<file path="src/rtl/ttr_defs.vh">
// Register offsets, field positions and reset values for the dual timer.
// Assumes inclusion by the timer register block only.
`ifndef TTR_DEFS_VH
`define TTR_DEFS_VH
// ==========================================
// Register addresses, 8-bit internal I/O space
`define TTR_T1_CNT_L 8'h84
`define TTR_T1_CNT_H 8'h85
`define TTR_T1_CAP_L 8'h86
`define TTR_T1_CAP_H 8'h87
`define TTR_T1_CMPA_L 8'h88
`define TTR_T1_CMPA_H 8'h89
`define TTR_T1_CMPB_L 8'h8A
`define TTR_T1_CMPB_H 8'h8B
`define TTR_T1_CTRL_C 8'h82
`define TTR_T1_MODE 8'h81
`define TTR_T3_OFS 8'h10
`define TTR_T1_MASK 8'h6F
`define TTR_T3_MASK 8'h71
`define TTR_T1_FLAGS 8'h36
`define TTR_T3_FLAGS 8'h38
// ==========================================
// Bit positions in the mask and flag registers
`define TTR_BIT_CAP 5
`define TTR_BIT_MB 2
`define TTR_BIT_MA 1
`define TTR_BIT_OVF 0
`define TTR_USED_MASK 8'h27
// Force strobe positions in control register C
`define TTR_BIT_FOCA 7
`define TTR_BIT_FOCB 6
// ==========================================
// Reset values
`define TTR_RST_BYTE 8'h00
`define TTR_RST_WORD 16'h0000
`define TTR_MAX_WORD 16'hFFFF
`endif

</file>
<file path="src/rtl/ttr_timer_regs.v">
// Two 16-bit timer register sets with shared high-byte latch, masks and event flags.
// Assumes a CPU core on the same clock, a timer-clock tick input and synchronous strobes.
//
// Overview of operation
// - Counter read and written as atomic byte pair
// - One high-byte latch shared by all words
// - Counter write blocks matches on next tick
// - Compare registers checked against counter continuously
// - Compare writes commit both bytes together
// - Capture event copies counter into capture register unless it serves as TOP
// - Capture read returns coherent 16-bit snapshot
// - Capture-as-TOP sets capture flag at TOP
// - Mask holds bits 5,2,1,0; others zero
// - Request needs enable, global enable and flag
// - Match flag set on tick after equality
// - Force strobe never sets match flag
// - Capture pin event sets capture flag unless capture register is TOP
// - Overflow flag set at overflow point
// - Vector entry clears its own flag
// - Writing one clears flag, zero keeps
// - Flag bits 5,2,1,0; others read zero
// - Force strobes non-PWM only, read zero
`timescale 1ns/1ps
`include "ttr_defs.vh"

module ttr_timer_regs #(
  parameter NTIM = 2
) (
  // Clock and reset
  input wire clock,
  input wire nrst,
  // CPU internal I/O bus
  input wire [7:0] ioAddr,
  input wire [7:0] ioWdata,
  input wire ioWe,
  input wire ioRe,
  output reg [7:0] ioRdata,
  input wire globalIrqEnable,
  // Vector entry acknowledge, per timer: [4*t+3:4*t] = cap, mb, ma, ovf
  input wire [4*NTIM-1:0] vectorAck,
  // Timer domain hooks, per timer
  input wire [NTIM-1:0] timerTick,
  input wire [NTIM-1:0] captureEvent,
  input wire [16*NTIM-1:0] counterNext,
  input wire [4*NTIM-1:0] waveformModeBits,
  // Outputs
  output reg [4*NTIM-1:0] irqRequest,
  output reg [2*NTIM-1:0] matchPulse,
  output reg [2*NTIM-1:0] forcePulse,
  output reg [16*NTIM-1:0] counterValue,
  output reg [NTIM-1:0] counterWritten
);

  // ==========================================
  // Reset synchroniser
  // Assertion acts at once; release is retimed by two flip-flops so that
  // no register leaves reset on an edge where the pin is still settling.
  reg rstMeta_reg;
  reg rstSync_reg;
  wire rstN;
  // Shift a constant one through two stages
  always @(posedge clock or negedge nrst) begin
    if (!nrst) begin
      rstMeta_reg <= 1'b0;
      rstSync_reg <= 1'b0;
    end else begin
      rstMeta_reg <= 1'b1;
      rstSync_reg <= rstMeta_reg;
    end
  end
  assign rstN = rstSync_reg;

  // ==========================================
  // Shared high-byte latch
  // Loaded by any high-byte write and by counter or capture low-byte reads;
  // interleaving two word accesses corrupts both, as software must avoid
  reg [7:0] tempHigh_reg; // Single latch for every 16-bit register
  reg [7:0] tempHigh_next;
  reg [7:0] rdata_next;

  // Per-timer state, flattened across timers
  // Timer t owns slice t of each vector
  reg [16*NTIM-1:0] cmpA_reg;
  reg [16*NTIM-1:0] cmpB_reg;
  reg [16*NTIM-1:0] cap_reg;
  reg [8*NTIM-1:0] mask_reg;
  reg [4*NTIM-1:0] flag_reg;
  reg [NTIM-1:0] block_reg; // Match blocking after a counter write

  // Per-timer decoded strobes, from the generate loop
  // One-hot per timer; no address hits two timers
  wire [NTIM-1:0] selCntL;
  wire [NTIM-1:0] selCntH;
  wire [NTIM-1:0] selCapL;
  wire [NTIM-1:0] selCapH;
  wire [NTIM-1:0] selCmpAL;
  wire [NTIM-1:0] selCmpAH;
  wire [NTIM-1:0] selCmpBL;
  wire [NTIM-1:0] selCmpBH;
  wire [NTIM-1:0] selMask;
  wire [NTIM-1:0] selFlags;
  wire [NTIM-1:0] selCtrlC;

  genvar t;
  generate
    for (t = 0; t < NTIM; t = t + 1) begin : gTim
      // Address decode for this timer
      // Second timer's words and control C sit one offset step above the first; mask and flags have their own addresses
      wire [7:0] tOfs = (t == 0) ? 8'h00 : `TTR_T3_OFS;
      wire [7:0] base = `TTR_T1_CNT_L + tOfs;
      wire [7:0] cbase = `TTR_T1_CTRL_C + tOfs;
      wire [7:0] maddr = (t == 0) ? `TTR_T1_MASK : `TTR_T3_MASK;
      wire [7:0] faddr = (t == 0) ? `TTR_T1_FLAGS : `TTR_T3_FLAGS;
      assign selCntL[t] = (ioAddr == base);
      assign selCntH[t] = (ioAddr == base + 8'h01);
      assign selCapL[t] = (ioAddr == base + 8'h02);
      assign selCapH[t] = (ioAddr == base + 8'h03);
      assign selCmpAL[t] = (ioAddr == base + 8'h04);
      assign selCmpAH[t] = (ioAddr == base + 8'h05);
      assign selCmpBL[t] = (ioAddr == base + 8'h06);
      assign selCmpBH[t] = (ioAddr == base + 8'h07);
      assign selMask[t] = (ioAddr == maddr);
      assign selFlags[t] = (ioAddr == faddr);
      assign selCtrlC[t] = (ioAddr == cbase);

      // Local views
      wire [15:0] cnt = counterValue[16*t+15:16*t];
      wire [15:0] cmpA = cmpA_reg[16*t+15:16*t];
      wire [15:0] cmpB = cmpB_reg[16*t+15:16*t];
      wire [3:0] mode = waveformModeBits[4*t+3:4*t];
      // Mode decode: source of TOP, and the non-PWM modes
      wire capIsTop = (mode == 4'd8) || (mode == 4'd10) ||
                      (mode == 4'd12) || (mode == 4'd14);
      wire ocrIsTop = (mode == 4'd9) || (mode == 4'd11) || (mode == 4'd15);
      wire nonPwm = (mode == 4'd0) || (mode == 4'd4) || (mode == 4'd12);
      // Capture word or compare A as TOP where selected, fixed TOP for the 8, 9 and 10-bit modes, MAX otherwise
      wire [15:0] top = capIsTop ? cap_reg[16*t+15:16*t] :
                        ocrIsTop ? cmpA :
                        (mode[1:0] == 2'd1) ? 16'h00FF :
                        (mode[1:0] == 2'd2) ? 16'h01FF :
                        (mode[1:0] == 2'd3) ? 16'h03FF : `TTR_MAX_WORD;
      wire tick = timerTick[t];
      // Equality evaluated at all times; flagged on the following tick
      wire eqA = (cnt == cmpA);
      wire eqB = (cnt == cmpB);
      wire hitA = tick & eqA & ~block_reg[t];
      wire hitB = tick & eqB & ~block_reg[t];
      // Overflow point depends on mode family
      // Normal and clear-on-compare modes at MAX, phase modes at BOTTOM,
      // fast modes at TOP
      wire atTop = (cnt == top);
      wire atBot = (cnt == `TTR_RST_WORD);
      wire ovfEv = tick & ((mode == 4'd0 || mode == 4'd4 || mode == 4'd12) ?
                   (cnt == `TTR_MAX_WORD) :
                   (mode[3] & ~mode[1] & ~mode[2]) ? atBot :
                   (mode[2]) ? atTop : atBot);
      // Capture source: pin event unless capture register is TOP
      // The pin is cut off while the capture word serves as TOP
      wire capFlagEv = capIsTop ? (tick & atTop) : captureEvent[t];
      wire capLoad = captureEvent[t] & ~capIsTop;
      // Write strobe shared by every register of this timer
      wire wr = ioWe;
      wire [3:0] setv = {capFlagEv, 1'b0, 1'b0, 1'b0} |
                        {1'b0, hitB, hitA, ovfEv};
      // Only ones in the written byte clear flags
      wire [3:0] w1c = (wr & selFlags[t]) ?
          {ioWdata[`TTR_BIT_CAP], ioWdata[`TTR_BIT_MB],
           ioWdata[`TTR_BIT_MA], ioWdata[`TTR_BIT_OVF]} : 4'b0000;
      wire [3:0] clr = w1c | vectorAck[4*t+3:4*t];
      wire [3:0] en = {mask_reg[8*t+`TTR_BIT_CAP], mask_reg[8*t+`TTR_BIT_MB],
                       mask_reg[8*t+`TTR_BIT_MA], mask_reg[8*t+`TTR_BIT_OVF]};

      // Per-timer registers
      // Reset clears every word, flag and pulse
      always @(posedge clock or negedge rstN) begin
        if (!rstN) begin
          counterValue[16*t+15:16*t] <= `TTR_RST_WORD;
          cmpA_reg[16*t+15:16*t] <= `TTR_RST_WORD;
          cmpB_reg[16*t+15:16*t] <= `TTR_RST_WORD;
          cap_reg[16*t+15:16*t] <= `TTR_RST_WORD;
          mask_reg[8*t+7:8*t] <= `TTR_RST_BYTE;
          flag_reg[4*t+3:4*t] <= 4'h0;
          block_reg[t] <= 1'b0;
          counterWritten[t] <= 1'b0;
          irqRequest[4*t+3:4*t] <= 4'h0;
          matchPulse[2*t+1:2*t] <= 2'b00;
          forcePulse[2*t+1:2*t] <= 2'b00;
        end else begin
          // Counter: CPU write wins over counting
          counterWritten[t] <= wr & selCntL[t];
          if (wr & selCntL[t]) begin
            counterValue[16*t+15:16*t] <= {tempHigh_reg, ioWdata};
          end else if (tick) begin
            counterValue[16*t+15:16*t] <= counterNext[16*t+15:16*t];
          end
          // Blocking armed by a write, consumed by the next tick
          if (wr & selCntL[t]) begin
            block_reg[t] <= 1'b1;
          end else if (tick) begin
            block_reg[t] <= 1'b0;
          end
          // Compare words commit on the low-byte write
          if (wr & selCmpAL[t]) begin
            cmpA_reg[16*t+15:16*t] <= {tempHigh_reg, ioWdata};
          end
          if (wr & selCmpBL[t]) begin
            cmpB_reg[16*t+15:16*t] <= {tempHigh_reg, ioWdata};
          end
          // Capture word: hardware load wins over a CPU write; no load while it serves as TOP
          if (capLoad) begin
            cap_reg[16*t+15:16*t] <= cnt;
          end else if (wr & selCapL[t]) begin
            cap_reg[16*t+15:16*t] <= {tempHigh_reg, ioWdata};
          end
          // Mask keeps only the defined enables
          if (wr & selMask[t]) begin
            mask_reg[8*t+7:8*t] <= ioWdata & `TTR_USED_MASK;
          end
          // Flags: a set in the same cycle as a clear wins
          // so an event that meets a clear is never lost
          flag_reg[4*t+3:4*t] <= (flag_reg[4*t+3:4*t] & ~clr) | setv;
          // Request trails the flag by one cycle
          irqRequest[4*t+3:4*t] <= flag_reg[4*t+3:4*t] & en &
                                   {4{globalIrqEnable}};
          // Match pulse for the waveform stage, in step with the flag
          matchPulse[2*t+1:2*t] <= {hitB, hitA};
          // Force strobes only in non-PWM modes, never touch flags
          forcePulse[2*t+1:2*t] <= (wr & selCtrlC[t] & nonPwm) ?
              {ioWdata[`TTR_BIT_FOCB], ioWdata[`TTR_BIT_FOCA]} : 2'b00;
        end
      end
    end
  endgenerate

  // ==========================================
  // Read mux and shared latch control
  // Only low-byte reads of counter and capture have a side effect;
  // unmapped addresses and idle cycles read zero
  integer i;
  always @* begin
    rdata_next = `TTR_RST_BYTE;
    tempHigh_next = tempHigh_reg;
    for (i = 0; i < NTIM; i = i + 1) begin
      // High-byte writes go to the latch
      if (ioWe & (selCntH[i] | selCapH[i] | selCmpAH[i] | selCmpBH[i])) begin
        tempHigh_next = ioWdata;
      end
      if (ioRe) begin
        if (selCntL[i]) begin
          rdata_next = counterValue[16*i+7 -: 8];
          tempHigh_next = counterValue[16*i+15 -: 8];
        end
        if (selCapL[i]) begin
          rdata_next = cap_reg[16*i+7 -: 8];
          tempHigh_next = cap_reg[16*i+15 -: 8];
        end
        if (selCmpAL[i]) begin
          rdata_next = cmpA_reg[16*i+7 -: 8];
        end
        if (selCmpBL[i]) begin
          rdata_next = cmpB_reg[16*i+7 -: 8];
        end
        // High reads of counter and capture return the latch
        if (selCntH[i] | selCapH[i]) begin
          rdata_next = tempHigh_reg;
        end
        if (selCmpAH[i]) begin
          rdata_next = cmpA_reg[16*i+15 -: 8];
        end
        if (selCmpBH[i]) begin
          rdata_next = cmpB_reg[16*i+15 -: 8];
        end
        if (selMask[i]) begin
          rdata_next = mask_reg[8*i+7 -: 8];
        end
        if (selFlags[i]) begin
          rdata_next = {2'b00, flag_reg[4*i+3], 2'b00, flag_reg[4*i+2 -: 3]};
        end
        // Control C reads zero: strobes only
        if (selCtrlC[i]) begin
          rdata_next = `TTR_RST_BYTE;
        end
      end
    end
  end

  // Latch and read data registers
  // Read data is valid the cycle after the read strobe
  always @(posedge clock or negedge rstN) begin
    if (!rstN) begin
      tempHigh_reg <= `TTR_RST_BYTE;
      ioRdata <= `TTR_RST_BYTE;
    end else begin
      tempHigh_reg <= tempHigh_next;
      ioRdata <= rdata_next;
    end
  end

  // NTIM defaults to two identical sets
  // Each set owns its words, mask and flags; only the latch is shared

endmodule

</file>
<file path="config.mk">
export PLATFORM = sky130hd
export DESIGN_NAME = ttr_timer_regs
export DESIGN_NICKNAME = d
export VERILOG_FILES = /design/src/rtl/ttr_timer_regs.v
export VERILOG_INCLUDE_DIRS = /design/src /design/src/rtl
export SDC_FILE = /design/constraint.sdc
export NUM_CORES = 1
export LEC_CHECK = 0
export BUFFER_PORTS_ARGS = -buffer_cell sky130_fd_sc_hd__buf_2
export CAP_MARGIN = 20
export CORE_UTILIZATION = 38
export CTS_CLUSTER_SIZE = 24
export DETAILED_ROUTE_END_ITERATION = 6
export HOLD_SLACK_MARGIN = 0.06
export PLACE_DENSITY = 0.54
export SLEW_MARGIN = 20
export SYNTH_ARGS = -nofsm -noshare
export SYNTH_HDL_FRONTEND = slang
export SYNTH_SLANG_ARGS = --single-unit
</file>
<file path="constraint.sdc">
create_clock -name clock -period 14.97 [get_ports clock]
set_clock_uncertainty 0.2 [all_clocks]
set_input_delay 1.497 -clock clock [delete_from_list [all_inputs] [get_ports clock]]
set_output_delay 1.497 -clock clock [all_outputs]
set_load 0.03 [all_outputs]
</file>
==> results.cfg, run 1 <==
[synth]
synth.area.top_cells = sky130_fd_sc_hd__dfrtp_1 41%, sky130_fd_sc_hd__mux2i_1 7.2%, sky130_fd_sc_hd__mux2_2 6.7%, sky130_fd_sc_hd__xnor2_1 5.2%, sky130_fd_sc_hd__a21oi_1 3.7%
synth_seq_cells = 182
postSynth.topFlopCell = sky130_fd_sc_hd__dfrtp_1
syn_area_per_cell_um2 = 9.31
synth_async_sr_flop_share = 1.00
synth_warnings = 0
postSynthCellCount = 1202
yosysTopAreaCellShare = 0.407
yosysTopAreaCell = sky130_fd_sc_hd__dfrtp_1
synth.yosys.seq_area_share = 0.407
number_of_enable_flip_flop_cells_after_synthesis = 0
synth_fp_nets = 1284
synthDistinctLibCells = 79
synth.cell_area_um2 = 11200

[power]
power.leakage_nw = 5.68
clk_network_pwr_share = 0.345
internal_power_mw = 0.871
power.share.sequential = 0.476
net_switching_power_mw = 0.479
max-vdd-ir-drop_mv = 0.0588
comb_power_share = 0.179
powerDensity_nw_per_um2 = 107
net_sw_frac = 0.355

[route]
drt_iter0_markers = 942
vias = 9881
route.final.wire_length_um = 41000
ant_nets = 0
wire_per_inst_um = 24.8
remaining_drc_errors = 0
viasPerCell = 5.98
drt_first_pass_iters = 6

[global_route]
globalRouteTotalUtil = 0.276
vias_in_the_first_global_route = 9493
grt_max_degree = 72
grt.overflow.total = 0
antenna_found_initial = 1
grt_pass1_wl_um = 61800

[placed_design]
globalplace.congestion = 0.940
post-dp-hpwl_um = 29300
io_buffers = 130

[floorplan]
floorplan.core_area_um2 = 28900
die_h_um = 174
start_util = 0.388
num_io_pins = 131
placement_rows = 62
die-area_um2 = 30100
die_w_um = 174

[clock_network]
cts_buffers = 17
cts_max_path_buffers = 2
hold_buffers = 0
clock_sinks = 182
cts_max_level = 4
clk_pin_slew_worst_paths_ps = 80
cts_tree = done
cts_post_setup_buffers_inserted = 0
clkLatencyLatePin_ps = 450
clock_tree.root_cell = sky130_fd_sc_hd__clkbuf_16
post_cts_resized = 0

[job]
max_cap_violations = 0

[critical_path]
crit-reg2reg-capture = flag_reg[4]
worst_ep_required_time_ps = 15090
end_kind = flip-flop
worst_r2r_startpoint = gTim[1].cmpA[12]
startpoint_to_endpoint_class_of_the_critical_path = in -> reg
timing.critical_path.fanout_max = 42
worstSetupStartpointType = primary input
reg2reg_depth = 7
critical_path_arrival_ps = 4430
r2r_setup_slack_ps = 12130

[timing]
max_clock_freq_mhz = 232
final_period_minus_worst_setup_slack_ps = 4310
pins_over_slew_limit = 0
unrepaired_setup_endpoints_after_global_routing = no
maxSlewHeadroom = 0.283
fin_tns_setup_ps = 0
final-hold-violation-count = 0
setup_viol = 0
final.period_utilization = 0.288
max_slew.worst_pin.slew_ps = 1070

[cells_and_area]
utilization = 0.436
filler_cell_count = 2945
layout-drive-gt1-share = 0.212
num-nets-final = 1338
flow.area_growth_from_synthesis_pct = 12.5
layout_commonest_cell = sky130_fd_sc_hd__dfrtp_1
antennaDiodeCount = 0
leading_cell_types_in_the_layout_fill_and_taps_excluded = 181 x sky130_fd_sc_hd__dfrtp_1, 130 x sky130_fd_sc_hd__buf_2, 89 x sky130_fd_sc_hd__nor2_1

[status]
status = finished, final reports clean

[worst_hold_path]
min_path_type = reg -> async
[worst max-delay path by stage]
| stage | cells past startpoint | slack, ps | startpoint | to |
|---|---|---|---|---|
| floorplan | 0 | 9320 | rstN | block_reg[0] |
| global placement | 5 | 10260 | ioAddr[1] | gTim[1].cmpB[6] |
| detailed placement | 6 | 10220 | ioAddr[1] | gTim[1].cnt[1] |
| CTS | 6 | 10690 | ioAddr[1] | gTim[1].cnt[1] |
| global route | 6 | 10490 | ioAddr[1] | cap_reg[3] |
| finish | 5 | 10660 | ioAddr[1] | gTim[1].cmpB[13] |
[critical path, stage by stage]
cell and delay [ps]:
sky130_fd_sc_hd__buf_2 650, sky130_fd_sc_hd__nor4bb_2 820, sky130_fd_sc_hd__buf_4 290, sky130_fd_sc_hd__nand3_1 620, sky130_fd_sc_hd__mux2_2 530
[layout make-up]
cell class	instances	area [um2]	share of cell area
repair buffers	141	733	0.0583
clock inverters	14	156	0.0124
inverters	35	131	0.0104
flip-flops and latches	182	4560	0.362
well taps	384	480	0.0382
clock buffers	18	439	0.0349
multi-input cells	879	6090	0.484
[synthesized netlist by cell type (17+ instances only)]
| cell type | count |
|---|---|
| sky130_fd_sc_hd__dfrtp_1 | 182 |
| sky130_fd_sc_hd__nor2_1 | 89 |
| sky130_fd_sc_hd__clkbuf_1 | 86 |
| sky130_fd_sc_hd__nand2_1 | 84 |
| sky130_fd_sc_hd__a21oi_1 | 82 |
| sky130_fd_sc_hd__o21ai_0 | 82 |
| sky130_fd_sc_hd__mux2i_1 | 80 |
| sky130_fd_sc_hd__mux2_2 | 67 |
| sky130_fd_sc_hd__xnor2_1 | 67 |
| sky130_fd_sc_hd__inv_1 | 35 |
| sky130_fd_sc_hd__o22ai_1 | 33 |
| sky130_fd_sc_hd__nand4_1 | 27 |
| sky130_fd_sc_hd__xor2_1 | 23 |
| sky130_fd_sc_hd__nor4_1 | 20 |
| sky130_fd_sc_hd__o211ai_1 | 17 |
[cell families (layout without fill, tap and decap cells)]
group,Yosys count,in the layout,share of synthesized area
DFF,182,182,0.407
buffers and inverters,141,208,0.0507
muxes,147,147,0.139
xor gates and xnor gates,90,90,0.0705
and+or+nand+nor,324,324,0.149
other,1,1,0.000335
AOI/OAI and AO/OA,308,308,0.173
adders and majority gates,9,9,0.0101
[metal layers]
| metal | GRT usage | part of all wire |
|---|---|---|
| met4 | 0.0775 | 0.022 |
| met2 | 0.402 | 0.43 |
| met1 | 0.405 | 0.46 |
| met5 | 0 | 0 |
| met3 | 0.0654 | 0.087 |
[metrics by stage]
step	cell area [um2]	worst slack, ps	hold WS [ps]	std cells	total power, mW
6_report	12600	10660	138	1653	1.35
5_1_grt	12600	10490	161	1653	1.40
2_1_floorplan	11200	9320	131	1202	0.769
4_1_cts	12600	10690	157	1653	1.35
3_3_place_gp	12000	10260	137	1621	0.884
3_5_place_dp	12000	10220	141	1621	0.886
[power groups by stage]
stage	clock, mW	combinational, mW	sequential, mW
finish	0.467	0.241	0.643
global route	0.496	0.264	0.644
CTS	0.476	0.240	0.638
detailed placement	0	0.238	0.648
global placement	0	0.236	0.648
floorplan	0	0.178	0.591
No activity file was read; power rests on OpenSTA's default activity.
==> inputs of run 2 (changes only) <==
--- a/config.mk
+++ b/config.mk
@@ -6,6 +6,7 @@
 export SDC_FILE = /design/constraint.sdc
 export NUM_CORES = 1
 export LEC_CHECK = 0
+export ABC_AREA = 1
 export BUFFER_PORTS_ARGS = -buffer_cell sky130_fd_sc_hd__buf_2
 export CAP_MARGIN = 20
 export CORE_UTILIZATION = 38
==> constraint.sdc (replaced) <==
create_clock -name clock -period 4.06 [get_ports clock]
set_clock_uncertainty 0.2 [all_clocks]
set_input_delay 0.406 -clock clock [delete_from_list [all_inputs] [get_ports clock]]
set_output_delay 0.406 -clock clock [all_outputs]
set_load 0.03 [all_outputs]
==> run 2 against run 1 <==
Effect of this change: cell area rose by 0.99%; register-to-register slack worse by 11000 ps; wire length grew 11%; critical path depth is 4 higher; global-route usage is 4.3 points higher; combinational power rose to 4.2 times the previous value; critical endpoint is now cap_reg[11]; largest cell class unchanged.
==> results.cfg, run 2 <==
[status]
status = finished, final reports clean

[synth]
synth_warnings = 0
number_of_enable_flip_flop_cells_after_synthesis = 0
synth_async_sr_flop_share = 1.00
postSynthCellCount = 1427
synth.area.top_cells = sky130_fd_sc_hd__dfrtp_1 42%, sky130_fd_sc_hd__nand2_1 12%, sky130_fd_sc_hd__o21ai_0 8.2%, sky130_fd_sc_hd__inv_1 6.1%, sky130_fd_sc_hd__nor2_1 2.9%
post-synth-top-count-cell = sky130_fd_sc_hd__nand2_1
synthDistinctLibCells = 52
synth.cell_area_um2 = 10800
synth_common_cells = 343 x sky130_fd_sc_hd__nand2_1, 182 x sky130_fd_sc_hd__dfrtp_1, 177 x sky130_fd_sc_hd__o21ai_0
syn_area_per_cell_um2 = 7.55
yosysTopAreaCell = sky130_fd_sc_hd__dfrtp_1
synth.yosys.seq_area_share = 0.423
postSynth.topFlopCell = sky130_fd_sc_hd__dfrtp_1
synth_seq_cells = 182
synth_fp_nets = 1509
yosysTopAreaCellShare = 0.423

[critical_path]
cpPeakStageDelay_ps = 680
timing.critical_path.fanout_max = 23
critical_path.top_delay_family = simple AND/OR/NAND/NOR gates
worst_ep_required_time_ps = 4170
cell_at_the_slowest_stage_of_the_critical_path = sky130_fd_sc_hd__nand2_1
worst_r2r_startpoint = gTim[0].cnt[14]
cp-startpoint = waveformModeBits[0]
crit_top_cell = sky130_fd_sc_hd__nand2_1
startpoint_to_endpoint_class_of_the_critical_path = in -> reg
critical_path_arrival_ps = 3020
end_kind = flip-flop
crit_chain = buf_2 > inv_1 > ha_1 > o21ai_2 > nand2_1 > nand2_1 > inv_1 > nand2_1 > o211ai_1
worstSetupStartpointType = primary input
path_buf_inv = 3

[worst_hold_path]
min-delay-start = vectorAck[2]
min_path_type = in -> reg

[cells_and_area]
layout-drive-gt1-share = 0.130
flow.area_growth_from_synthesis_pct = 18.0
leading_cell_types_in_the_layout_fill_and_taps_excluded = 343 x sky130_fd_sc_hd__nand2_1, 181 x sky130_fd_sc_hd__dfrtp_1, 177 x sky130_fd_sc_hd__o21ai_0
layout_commonest_cell = sky130_fd_sc_hd__nand2_1
num-nets-final = 1653
utilization = 0.456

[timing]
max_clock_freq_mhz = 344
pins_over_slew_limit = 0
final_period_minus_worst_setup_slack_ps = 2910
max_slew.worst_pin.slew_ps = 939
unrepaired_setup_endpoints_after_global_routing = no
final-hold-violation-count = 0
final.period_utilization = 0.717
fin_tns_setup_ps = 0
setup_viol = 0
maxSlewHeadroom = 0.374

[placed_design]
io_buffers = 130
globalplace.congestion = 0.980
post-dp-hpwl_um = 33400

[route]
drt_iter0_markers = 1265
ant_nets = 0
route.final.wire_length_um = 45500
drt_first_pass_iters = 7
viasPerCell = 5.76
remaining_drc_errors = 0
vias = 11300
wire_per_inst_um = 23.2

[global_route]
grt.overflow.total = 0
vias_in_the_first_global_route = 10300
grt_pass1_wl_um = 66800
antenna_found_initial = 0
grt_max_degree = 99
globalRouteTotalUtil = 0.319

[power]
fin_total_pwr_mw = 4.95
power.leakage_nw = 6.05
powerDensity_nw_per_um2 = 389
max-vdd-ir-drop_mv = 0.287

[clock_network]
clock_sinks = 182
post_cts_resized = 0
clkLatencyLatePin_ps = 450
cts_max_level = 4
cts_buffers = 17
cts_tree = done
cts_post_setup_buffers_inserted = 0
cts_max_path_buffers = 2
clock_tree.root_cell = sky130_fd_sc_hd__clkbuf_16
clk_pin_slew_worst_paths_ps = 70

[floorplan]
num_io_pins = 131
die_w_um = 170
placement_rows = 61
die_h_um = 170
die-area_um2 = 29000
start_util = 0.387
floorplan.core_area_um2 = 27900

[job]
max_cap_violations = 0
run 2: changes by cell type after synthesis, moves of 28 or more:
cell and delta:
sky130_fd_sc_hd__a21oi_1 -35, sky130_fd_sc_hd__clkbuf_1 -52, sky130_fd_sc_hd__inv_1 +140, sky130_fd_sc_hd__mux2_2 -67, sky130_fd_sc_hd__mux2i_1 -80, sky130_fd_sc_hd__nand2_1 +259, sky130_fd_sc_hd__nand3_1 +41, sky130_fd_sc_hd__o21ai_0 +95
sky130_fd_sc_hd__o221ai_1 +28, sky130_fd_sc_hd__xnor2_1 -64
run 2: metal layers:
layer  vias up  global-route usage  part of all wire
met1      5466               0.472              0.45
li1       5156                   -                 -
met2       592               0.464              0.43
met4         0              0.0956             0.026
met5         -                   0                 0
met3        85              0.0619             0.097
run 2: worst register-to-register path, delay by kind of cell, from the launching register on:
kind / cells / cell delay, ps
buf+inv: 2 / 680
flops: 1 / 520
compound gates: 3 / 690
simple gates: 1 / 320
run 2: report_power, final:
part,switching [mW],internal [mW],leakage [nW]
logic,0.700,0.306,3.42
clock network,0.890,0.829,0.279
registers,0.260,1.96,2.36
run 2: final timing paths:
kind	end	slack, ps	cells past startpoint
setup / recovery	cap_reg[11]	1150	9
hold / removal	flag_reg[2]	70	3
setup reg to reg	flag_reg[2]	1580	6
hold reg to reg	rstN	160	0
max in group asynchronous	gTim[1].cmpB[0]	2610	1
min in group asynchronous	block_reg[1]	190	1
run 2: timing repair:
action	CTS	global route
hold endpoints to repair	44	0
setup endpoints to repair	0	0
hold buffers	34	0
run 2: cell families after synthesis:
group | count (synthesis) | share of synthesized area
and+or+nand+nor | 571 | 0.231
AOI/OAI and AO/OA | 387 | 0.220
buffers and inverters | 240 | 0.0854
DFF | 182 | 0.423
xor gates and xnor gates | 37 | 0.0301
adders and majority gates | 9 | 0.0105
other | 1 | 0.000348
run 2: final cells by class:
type                            instances  area, um2
Antenna cell                            1       2.50
Multi-Input combinational cell       1005       5290
Timing Repair Buffer                  174       1080
Fill cell                            2822      15100
Sequential cell                       182       4560
Inverter                              191        718
Tap cell                              378        473
Clock buffer                           18        429
Clock inverter                         14        158
run 2: stage by stage:
step / hold slack (ps) / instances / setup slack [ps] / instance area, um2
3_3_place_gp: -26.1 / 1896 / 852 / 11800
4_1_cts: 70.3 / 1962 / 1210 / 12700
5_1_grt: 94.6 / 1962 / 825 / 12700
2_1_floorplan: -89.6 / 1427 / 856 / 10800
6_report: 67.3 / 1963 / 1150 / 12700
3_5_place_dp: -27.6 / 1896 / 766 / 11800
